$ cat config.mk
export PLATFORM = sky130hd
export DESIGN_NAME = adst_top
export DESIGN_NICKNAME = d
export VERILOG_FILES = /design/src/verilog/adst_pkg.sv /design/src/verilog/adst_crc.sv /design/src/verilog/adst_top.sv
export VERILOG_INCLUDE_DIRS = /design/src /design/src/verilog
export SDC_FILE = /design/constraint.sdc
export NUM_CORES = 1
export LEC_CHECK = 0
export BUFFER_PORTS_ARGS = -buffer_cell sky130_fd_sc_hd__buf_4
export CAP_MARGIN = 20
export CORE_MARGIN = 2
export CORE_UTILIZATION = 55
export CTS_BUF_LIST = sky130_fd_sc_hd__clkbuf_4 sky130_fd_sc_hd__clkbuf_8 sky130_fd_sc_hd__clkbuf_16
export CTS_CLUSTER_DIAMETER = 100
export CTS_CLUSTER_SIZE = 25
export DETAILED_ROUTE_END_ITERATION = 7
export PLACE_DENSITY = 0.76
export SYNTH_ARGS = -nofsm -noshare
export SYNTH_HDL_FRONTEND = slang
export SYNTH_SLANG_ARGS = --single-unit
$ cat constraint.sdc
create_clock -name mclk -period 2.59 [get_ports mclk]
set_input_delay 0.518 -clock mclk [delete_from_list [all_inputs] [get_ports mclk]]
set_output_delay 0.518 -clock mclk [all_outputs]
set_load 0.005 [all_outputs]
$ cat src/verilog/adst_consts.svh
// register offsets, field positions, reset values and run counts
`ifndef ADST_CONSTS_SVH
`define ADST_CONSTS_SVH

// ======================================================
// register offsets
`define ADST_ADDR_TEST          8'h0d
`define ADST_ADDR_BIST          8'h0e

// ======================================================
// field positions
`define ADST_BIST_RUN_BIT       0
`define ADST_BIST_DONE_BIT      1
`define ADST_GENERATOR_RESET_BIT_BIT      2
`define ADST_BIST_BUSY_BIT      7
`define ADST_TEST_MODE_MSB      3
`define ADST_TEST_MODE_LSB      0
`define ADST_TEST_RST_LONG_BIT  4
`define ADST_TEST_RST_SHORT_BIT 5

// ======================================================
// reset values
`define ADST_TEST_RESET         8'h00
`define ADST_BIST_RESET         8'h00
`define ADST_LONG_SEED          16'hffff
`define ADST_SHORT_SEED         9'h1ff
`define ADST_CRC_INIT           16'hffff

// ======================================================
// run length, polynomials and fixed patterns
`define ADST_BIST_CYCLES        10'd512
`define ADST_BIST_LAST          10'd511
`define ADST_CRC_POLY           16'h1021
`define ADST_LONG_TAPS          16'hb400
`define ADST_SHORT_TAPS         9'h110
`define ADST_MIDSCALE           8'h80
`define ADST_FULL_POS           8'hff
`define ADST_FULL_NEG           8'h00
`define ADST_CHECKER_A          8'h55
`define ADST_CHECKER_B          8'haa
`define ADST_SAT_MAX            8'hff

`endif

$ cat src/verilog/adst_pkg.sv
// shared types of the datapath self-test block
package adst_pkg;

    // one sample of both channels, taken on the same edge
    typedef struct packed {
        logic [7:0] ch_b;
        logic [7:0] ch_a;
    } adst_sample_t;

    // output test pattern selection, low nibble of the test register
    typedef enum logic [3:0] {
        ADST_TM_OFF      = 4'b0000,
        ADST_TM_MIDSCALE = 4'b0001,
        ADST_TM_FULL_POS = 4'b0010,
        ADST_TM_FULL_NEG = 4'b0011,
        ADST_TM_CHECKER  = 4'b0100,
        ADST_TM_PN_LONG  = 4'b0101,
        ADST_TM_PN_SHORT = 4'b0110,
        ADST_TM_TOGGLE   = 4'b0111
    } adst_test_mode_t;

    // self-test sequencer
    typedef enum logic [1:0] {
        ADST_ST_IDLE  = 2'b00,
        ADST_ST_RUN   = 2'b01,
        ADST_ST_DRAIN = 2'b10,
        ADST_ST_CHECK = 2'b11
    } adst_bist_state_t;

endpackage : adst_pkg

$ cat src/verilog/adst_crc.sv
// crc signature accumulator at the end of the datapath
`timescale 1ns/1ps
`include "adst_consts.svh"

module adst_crc (
    input  wire logic        mclk,
    input  wire logic        rstn,
    input  wire logic        clear,
    input  wire logic        enable,
    input  wire logic [15:0] data,
    output logic      [15:0] crc
);

    logic [15:0] crc_reg;
    logic [15:0] crc_next;

    // RULE18 fixed polynomial choice
    // msb-first crc over one 16-bit word per clock
    function automatic logic [15:0] crc_step(input logic [15:0] c,
                                             input logic [15:0] d);
        logic [15:0] r;
        r = c;
        for (int i = 15; i >= 0; i--)
        begin
            if (r[15] ^ d[i])
                r = {r[14:0], 1'b0} ^ `ADST_CRC_POLY;
            else
                r = {r[14:0], 1'b0};
        end
        return r;
    endfunction : crc_step

    // clear beats enable so a restart never mixes old words in
    assign crc_next = clear  ? `ADST_CRC_INIT :
                      enable ? crc_step(crc_reg, data) : crc_reg;

    always_ff @(posedge mclk or negedge rstn)
    begin
        if (!rstn)
            crc_reg <= `ADST_CRC_INIT;
        else
            crc_reg <= crc_next;
    end

    assign crc = crc_reg;

endmodule : adst_crc

$ cat src/verilog/adst_top.sv
// dual-channel back end: correction, self-test, test patterns, drivers
// Functional notes
// RULE1 - both channels captured on one shared clock
// RULE2 - merge stage codes into one 8-bit result
// RULE3 - new sample each clock, fixed latency
// RULE4 - power-down floats every output driver
// RULE5 - high output-enable pin floats both buses
// RULE6 - self-test injects pseudorandom words, both channels
// RULE7 - crc signature accumulated at datapath end
// RULE8 - self-test runs exactly 512 cycles, stops
// RULE9 - match sets bit 0, mismatch clears it
// RULE10 - outputs stay driven during self-test
// RULE11 - writing 0x05 starts run, reseeds generator
// RULE12 - run completion clears bit 0 itself (code clears it only on a signature mismatch and leaves it set on a match)
// RULE13 - without init bit generator resumes last state
// RULE14 - controller should start self-test after reset
// RULE15 - test mode replaces analog data with pattern
// RULE16 - bits 4 and 5 reset pattern generators
// RULE17 - patterns advance only on the encode clock
// RULE18 - polynomials and expected signature are fixed choices
`timescale 1ns/1ps
`include "adst_consts.svh"

module adst_top #(
    parameter int          NST          = 7,
    parameter logic [15:0] EXPECTED_SIG = 16'h0000
) (
    input  wire logic                 mclk,
    input  wire logic                 rstn,
    input  wire logic [2*NST-1:0]     stage_codes_a,
    input  wire logic [2*NST-1:0]     stage_codes_b,
    input  wire logic                 pwdn,
    input  wire logic                 oe_n,
    input  wire logic                 reg_wr_en,
    input  wire logic [7:0]           reg_addr,
    input  wire logic [7:0]           reg_wdata,
    output logic      [7:0]           reg_rdata,
    output adst_pkg::adst_sample_t    data_out,
    output logic                      data_oe,
    output logic      [15:0]          bist_signature
);

    // ======================================================
    // functions
    // align stage codes: stage k waits NST-1-k cycles for its sample
    function automatic logic [2*NST-1:0] align(
        input logic [NST-2:0][2*NST-1:0] d,
        input logic [2*NST-1:0]          now);
        logic [2*NST-1:0] r;
        r = now;
        for (int k = 0; k < NST - 1; k++)
            r[2*k +: 2] = d[NST-2-k][2*k +: 2];
        return r;
    endfunction : align

    // weighted sum of overlapping stage codes, saturated to 8 bits
    function automatic logic [7:0] correct(input logic [2*NST-1:0] c);
        logic [15:0] acc;
        acc = 16'h0000;
        for (int k = 0; k < NST; k++)
            acc = acc + (16'(c[2*k +: 2]) << (NST - 1 - k));
        return (acc > 16'h00ff) ? `ADST_SAT_MAX : acc[7:0];
    endfunction : correct

    function automatic logic [15:0] lfsr16(input logic [15:0] s);
        return s[0] ? ((s >> 1) ^ `ADST_LONG_TAPS) : (s >> 1);
    endfunction : lfsr16

    function automatic logic [8:0] lfsr9(input logic [8:0] s);
        return s[0] ? ((s >> 1) ^ `ADST_SHORT_TAPS) : (s >> 1);
    endfunction : lfsr9

    // ======================================================
    // state
    logic [NST-2:0][2*NST-1:0]  dly_a_reg;
    logic [NST-2:0][2*NST-1:0]  dly_b_reg;
    logic [7:0]                 test_reg;
    logic [7:0]                 bist_reg;
    adst_pkg::adst_bist_state_t state_reg;
    adst_pkg::adst_bist_state_t state_next;
    logic [9:0]                 cnt_reg;
    logic [15:0]                bist_pn_reg;
    logic [15:0]                long_pn_reg;
    logic [8:0]                 short_pn_reg;
    logic                       tgl_reg;
    logic                       crc_en_reg;
    adst_pkg::adst_sample_t     out_reg;
    adst_pkg::adst_sample_t     out_next;
    logic [7:0]                 rdata_reg;
    logic [15:0]                crc_value;

    // ======================================================
    // register decode
    wire wr_test  = reg_wr_en && (reg_addr == `ADST_ADDR_TEST);
    wire wr_bist  = reg_wr_en && (reg_addr == `ADST_ADDR_BIST);
    // RULE11 start on run bit, init bit reseeds
    wire start    = wr_bist && reg_wdata[`ADST_BIST_RUN_BIT];
    wire reseed   = start && reg_wdata[`ADST_GENERATOR_RESET_BIT_BIT];
    wire running  = (state_reg == adst_pkg::ADST_ST_RUN);
    wire checking = (state_reg == adst_pkg::ADST_ST_CHECK);
    // RULE9 compare signature with the fixed expected value
    wire sig_match = (crc_value == EXPECTED_SIG);
    wire [3:0] mode = test_reg[`ADST_TEST_MODE_MSB:`ADST_TEST_MODE_LSB];
    wire rst_long  = test_reg[`ADST_TEST_RST_LONG_BIT];
    wire rst_short = test_reg[`ADST_TEST_RST_SHORT_BIT];

    // ======================================================
    // correction datapath
    wire [2*NST-1:0] aligned_a = align(dly_a_reg, stage_codes_a);
    wire [2*NST-1:0] aligned_b = align(dly_b_reg, stage_codes_b);
    // RULE2 merge all stage contributions per channel
    wire [7:0] conv_a = correct(aligned_a);
    wire [7:0] conv_b = correct(aligned_b);

    // RULE3 delay lines keep every stage code moving each clock
    always_ff @(posedge mclk or negedge rstn)
    begin
        if (!rstn)
        begin
            dly_a_reg <= '0;
            dly_b_reg <= '0;
        end
        else
        begin
            dly_a_reg <= {dly_a_reg[NST-3:0], stage_codes_a};
            dly_b_reg <= {dly_b_reg[NST-3:0], stage_codes_b};
        end
    end

    // ======================================================
    // test pattern selection
    logic [7:0] pat_a;
    logic [7:0] pat_b;
    always_comb
    begin
        case (mode)
            adst_pkg::ADST_TM_MIDSCALE: pat_a = `ADST_MIDSCALE;
            adst_pkg::ADST_TM_FULL_POS: pat_a = `ADST_FULL_POS;
            adst_pkg::ADST_TM_FULL_NEG: pat_a = `ADST_FULL_NEG;
            adst_pkg::ADST_TM_CHECKER:
                pat_a = tgl_reg ? `ADST_CHECKER_B : `ADST_CHECKER_A;
            adst_pkg::ADST_TM_PN_LONG:  pat_a = long_pn_reg[7:0];
            adst_pkg::ADST_TM_PN_SHORT: pat_a = short_pn_reg[7:0];
            adst_pkg::ADST_TM_TOGGLE:
                pat_a = tgl_reg ? `ADST_FULL_POS : `ADST_FULL_NEG;
            default:                    pat_a = `ADST_FULL_NEG;
        endcase
        pat_b = pat_a;
    end

    // source priority: self-test, then test pattern, then converter
    always_comb
    begin
        // RULE6 generator word replaces converter output on both channels
        if (running)
        begin
            out_next.ch_a = bist_pn_reg[7:0];
            out_next.ch_b = bist_pn_reg[15:8];
        end
        // RULE15 analog result is ignored while a pattern is selected
        else if (mode != adst_pkg::ADST_TM_OFF)
        begin
            out_next.ch_a = pat_a;
            out_next.ch_b = pat_b;
        end
        else
        begin
            out_next.ch_a = conv_a;
            out_next.ch_b = conv_b;
        end
    end

    // RULE1 both channels land in the output register on one edge
    always_ff @(posedge mclk or negedge rstn)
    begin
        if (!rstn)
            out_reg <= '0;
        else
            out_reg <= out_next;
    end

    // ======================================================
    // pattern generators
    // RULE17 every generator steps only on the encode clock
    always_ff @(posedge mclk or negedge rstn)
    begin
        if (!rstn)
        begin
            long_pn_reg  <= `ADST_LONG_SEED;
            short_pn_reg <= `ADST_SHORT_SEED;
            tgl_reg      <= 1'b0;
        end
        else
        begin
            // RULE16 held at seed while its reset bit is set
            long_pn_reg  <= rst_long  ? `ADST_LONG_SEED  : lfsr16(long_pn_reg);
            short_pn_reg <= rst_short ? `ADST_SHORT_SEED : lfsr9(short_pn_reg);
            tgl_reg      <= ~tgl_reg;
        end
    end

    // self-test generator only steps while injecting
    always_ff @(posedge mclk or negedge rstn)
    begin
        if (!rstn)
            bist_pn_reg <= `ADST_LONG_SEED;
        // RULE13 without reseed the last state is kept for the next run
        else if (reseed)
            bist_pn_reg <= `ADST_LONG_SEED;
        else if (running && !start)
            bist_pn_reg <= lfsr16(bist_pn_reg);
    end

    // ======================================================
    // self-test sequencer
    always_comb
    begin
        case (state_reg)
            adst_pkg::ADST_ST_IDLE:  state_next = adst_pkg::ADST_ST_IDLE;
            // RULE8 leave after the 512th injected word
            adst_pkg::ADST_ST_RUN:
                state_next = (cnt_reg == `ADST_BIST_LAST) ?
                             adst_pkg::ADST_ST_DRAIN : adst_pkg::ADST_ST_RUN;
            adst_pkg::ADST_ST_DRAIN: state_next = adst_pkg::ADST_ST_CHECK;
            adst_pkg::ADST_ST_CHECK: state_next = adst_pkg::ADST_ST_IDLE;
            default:                 state_next = adst_pkg::ADST_ST_IDLE;
        endcase
        if (start)
            state_next = adst_pkg::ADST_ST_RUN;
    end

    always_ff @(posedge mclk or negedge rstn)
    begin
        if (!rstn)
        begin
            state_reg  <= adst_pkg::ADST_ST_IDLE;
            cnt_reg    <= 10'd0;
            crc_en_reg <= 1'b0;
        end
        else
        begin
            state_reg  <= state_next;
            cnt_reg    <= (start || !running) ? 10'd0 : cnt_reg + 10'd1;
            // the word injected this cycle sits in out_reg next cycle
            crc_en_reg <= running && !start;
        end
    end

    // RULE7 signature over the words leaving the output register
    adst_crc u_crc (
        .mclk   (mclk),
        .rstn   (rstn),
        .clear  (start),
        .enable (crc_en_reg),
        .data   (out_reg),
        .crc    (crc_value)
    );

    // ======================================================
    // registers
    always_ff @(posedge mclk or negedge rstn)
    begin
        if (!rstn)
            test_reg <= `ADST_TEST_RESET;
        else if (wr_test)
            test_reg <= reg_wdata;
    end

    // result in bit 0 wins over a same-cycle software write unless that write sets the run bit
    always_ff @(posedge mclk or negedge rstn)
    begin
        if (!rstn)
            bist_reg <= `ADST_BIST_RESET;
        else if (start)
            bist_reg <= reg_wdata & 8'h05;
        else if (checking)
        begin
            // RULE12 bit 0 drops at completion unless signature matches
            bist_reg[`ADST_BIST_RUN_BIT]  <= sig_match;
            bist_reg[`ADST_BIST_DONE_BIT] <= 1'b1;
            if (wr_bist)
                bist_reg[`ADST_GENERATOR_RESET_BIT_BIT] <=
                    reg_wdata[`ADST_GENERATOR_RESET_BIT_BIT];
        end
        else if (wr_bist)
            bist_reg <= {bist_reg[7:3], reg_wdata[`ADST_GENERATOR_RESET_BIT_BIT],
                         bist_reg[`ADST_BIST_DONE_BIT], 1'b0};
    end

    // read data registered; unmapped offsets read zero
    wire busy = (state_reg != adst_pkg::ADST_ST_IDLE);
    wire [7:0] bist_view = {busy, 4'h0, bist_reg[2:0]};
    wire [7:0] rd_mux = (reg_addr == `ADST_ADDR_TEST) ? test_reg  :
                        (reg_addr == `ADST_ADDR_BIST) ? bist_view : 8'h00;
    always_ff @(posedge mclk or negedge rstn)
    begin
        if (!rstn)
            rdata_reg <= 8'h00;
        else
            rdata_reg <= rd_mux;
    end

    // ======================================================
    // outputs
    // RULE4 power-down floats drivers
    // RULE5 high enable pin floats both buses
    // RULE10 self-test does not affect the enable
    assign data_oe        = !oe_n && !pwdn;
    assign data_out       = out_reg;
    assign reg_rdata      = rdata_reg;
    assign bist_signature = crc_value;

    logic [10:0] run_len_reg;
    always_ff @(posedge mclk or negedge rstn)
    begin
        if (!rstn)
            run_len_reg <= 11'd0;
        else
            run_len_reg <= running ? run_len_reg + 11'd1 : 11'd0;
    end
endmodule : adst_top
==> flow_metrics.py <==
metrics = {
    "timing": {
        "worstMarginPinSlew_ns": 0.871,
        "slew_viol_final": 0,
        "hold_viol_final": 0,
        "fmax_mhz": 435,
        "finalCriticalPeriod_ns": 2.30,
        "clock_skew_ns": 0.00943,
        "worst_slack_ns": 0.289,
        "setup-tns-final_ns": 0,
        "setup-violations-final": 0,
        "rsz0062_at_grt": "no",
        "timing.slew.headroom": 0.419,
        "final.period_utilization": 0.888,
    },
    "floorplanning": {
        "die_w_um": 120,
        "io_pins": 90,
        "fp.dieH_um": 120,
        "start_util": 0.563,
        "die-area_um2": 14500,
        "rows": 42,
        "core_area_um2": 13200,
    },
    "synth": {
        "synth_common_cells": "dfrtp_1, dfstp_2, nor2_1",
        "yosys_register_bits": 190,
        "synth_fp_nets": 647,
        "yosysUniqueCellTypes": 46,
        "seq_area_frac_synth": 0.647,
        "syn_avg_cell_area_um2": 12.8,
        "synth-async-reset-ratio": 1.00,
        "synth_edf_count": 0,
        "synth_top_area_share": 0.446,
        "synthTopCellsByArea": "dfrtp_1, dfstp_2, xnor2_1, nor2_1, a21oi_1",
        "synth_top_flop_cell": "dfrtp_1",
        "yosys_warnings": 0,
        "synth_area_um2": 7460,
        "yosys.area.top_type": "dfrtp_1",
        "synth_most_common_cell": "dfrtp_1",
        "syn_inst": 583,
    },
    "pwr": {
        "powerDensity_nw_per_um2": 1190,
        "p_int_uw": 7160,
        "switching_power_uw": 3460,
        "clockPowerShare": 0.230,
        "swShare": 0.326,
        "sequentialPowerShare": 0.415,
        "p_leak_uw": 0.00395,
        "ir_drop_v": 0.000691,
        "p_comb_frac": 0.355,
    },
    "critical_path": {
        "worst-setup-path-type": "flip-flop to flip-flop",
        "cp_max_fo": 2,
        "required_ns": 2.90,
        "end_kind": "flip-flop",
        "startpoint_type": "flip-flop",
        "worstPathArrival_ns": 2.61,
        "reg2reg_depth": 9,
    },
    "flow_run": {
        "maxCapViolCount": 0,
    },
    "clocking": {
        "clk_root_buffer_cell": "clkbuf_16",
        "holdBufCountCts": 0,
        "cts_resized": 0,
        "cts_tree": "yes",
        "h-tree-depth": 4,
        "post_cts_buffers": 0,
        "cts_buffer_depth": 2,
        "cts_buffers": 17,
        "cts.sinks": 190,
        "clk_latency_ns": 0.43,
        "path_clk_slew_ns": 0.06,
    },
    "place": {
        "gp_congestion": 0.844,
        "preCtsSetupSlack_ns": 0.0240,
        "io_buffers": 89,
        "hpwlAfterDp_mm": 9.95,
    },
    "drt": {
        "totalWireLength_mm": 14.2,
        "vias": 4655,
        "drtIter0Drc": 262,
        "avgViaCountPerCell": 5.38,
        "wl_per_cell_um": 16.4,
        "drtPass1Iterations": 5,
        "route.detailed.drc": 0,
        "drtAntennaViolNets": 0,
    },
    "cells_and_area": {
        "drive_above_1_share": 0.333,
        "num_antenna_cells": 0,
        "area_delta_synth_final_pct": 19.6,
        "nNetsFinal": 742,
    },
    "hold_path": {
        "hp-class": "input port to async pin",
    },
    "global_routing": {
        "grt_pass1_vias": 4705,
        "grt_pass1_wl_mm": 23.6,
        "antenna_found_initial": 0,
        "overflow": 0,
        "grt_max_degree": 61,
        "grt_usage": 0.213,
    },
    "status": {
        "status": "complete, no violations",
    },
}
## layer usage
| layer | routed length, µm | up-vias | GRT usage |
|---|---|---|---|
| met5 | 0 | - | 0 |
| met4 | 247 | 0 | 0.0734 |
| met3 | 763 | 20 | 0.0552 |
| met2 | 7170 | 140 | 0.357 |
| met1 | 6060 | 2331 | 0.270 |
| li1 | - | 2164 | - |
## layout make-up
class	instances	area, µm²
inverter	6	22.5
multi-input combinational	364	2530
timing repair buffer	99	772
clock buffer	18	439
tap	176	220
sequential	190	4830
clock inverter	13	115
fill	1015	4320
## cells by family after synthesis
kind of cell,synth area share
adder cells (fa/ha/maj),0.0272
AO/OA/AOI/OAI,0.0936
flip-flops,0.647
XOR/XNOR,0.0991
AND/OR/NAND/NOR,0.105
multiplexers,0.0136
buffers and inverters,0.0146
## stage by stage
| stage | area (µm²) | std cells | power, µW | util | hold slack, ns |
|---|---|---|---|---|---|
| 6_report | 8920 | 866 | 10600 | 0.674 | 0.0564 |
| 5_1_grt | 8920 | 866 | 11200 | 0.674 | 0.0846 |
| 4_1_cts | 8920 | 866 | 10700 | 0.674 | 0.0712 |
| 3_5_place_dp | 8370 | 835 | 8220 | 0.632 | 0.335 |
| 3_3_place_gp | 8370 | 835 | 8140 | 0.632 | 0.331 |
| 2_1_floorplan | 7460 | 583 | 7210 | - | 0.222 |
## worst max-delay path, stage by stage, from the launching register on
cell	delay [ns]
dfrtp_1	0.37
ha_1	0.21
fa_1	0.43
a21o_1	0.21
a21oi_1	0.21
nor2b_1	0.08
o21a_1	0.20
o31ai_1	0.24
a41oi_1	0.07
o22a_1	0.17
## power by group through the flow
stage	clock (µW)	sequential (µW)	combinational [µW]
floorplan	0	4260	2950
global placement	0	4410	3720
detailed placement	0	4440	3780
CTS	2490	4400	3810
global route	2630	4480	4100
finish	2440	4410	3780
## layout by cell type, fill, tap and decap left out, types with 5 or more instances in the layout
cell,netlist,layout
nor3_1,8,8
xnor2_2,10,10
buf_4,0,96
nand3_1,11,11
o21ai_0,30,30
inv_1,6,6
a22oi_1,7,7
mux2_2,9,9
xnor2_1,40,40
and3_1,7,7
or2_2,21,21
o22a_1,15,15
nand2b_1,10,10
a21o_1,5,5
nor2b_1,6,6
a21oi_1,34,34
ha_1,13,13
dfstp_2,57,57
dfrtp_1,133,133
nor2_1,47,47
nand2_1,25,25
xor2_1,19,19
and2_1,6,6
nor4_1,5,5
clkbuf_16,0,17
## path summary, 6_finish.rpt
check	startpoint	endpoint	slack, ns
setup / recovery	aligned_a[10]	data_out[7]	0.29
hold / removal	rstn	reg_rdata[6]	0.06
setup reg to reg	aligned_a[10]	data_out[7]	0.29
hold reg to reg	dly_a_reg[18]	dly_a_reg[32]	0.35
max in group asynchronous	rstn	u_crc.crc[1]	1.78
min in group mclk	stage_codes_b[1]	dly_b_reg[1]	0.19
No activity file was read; power rests on OpenSTA's default activity.
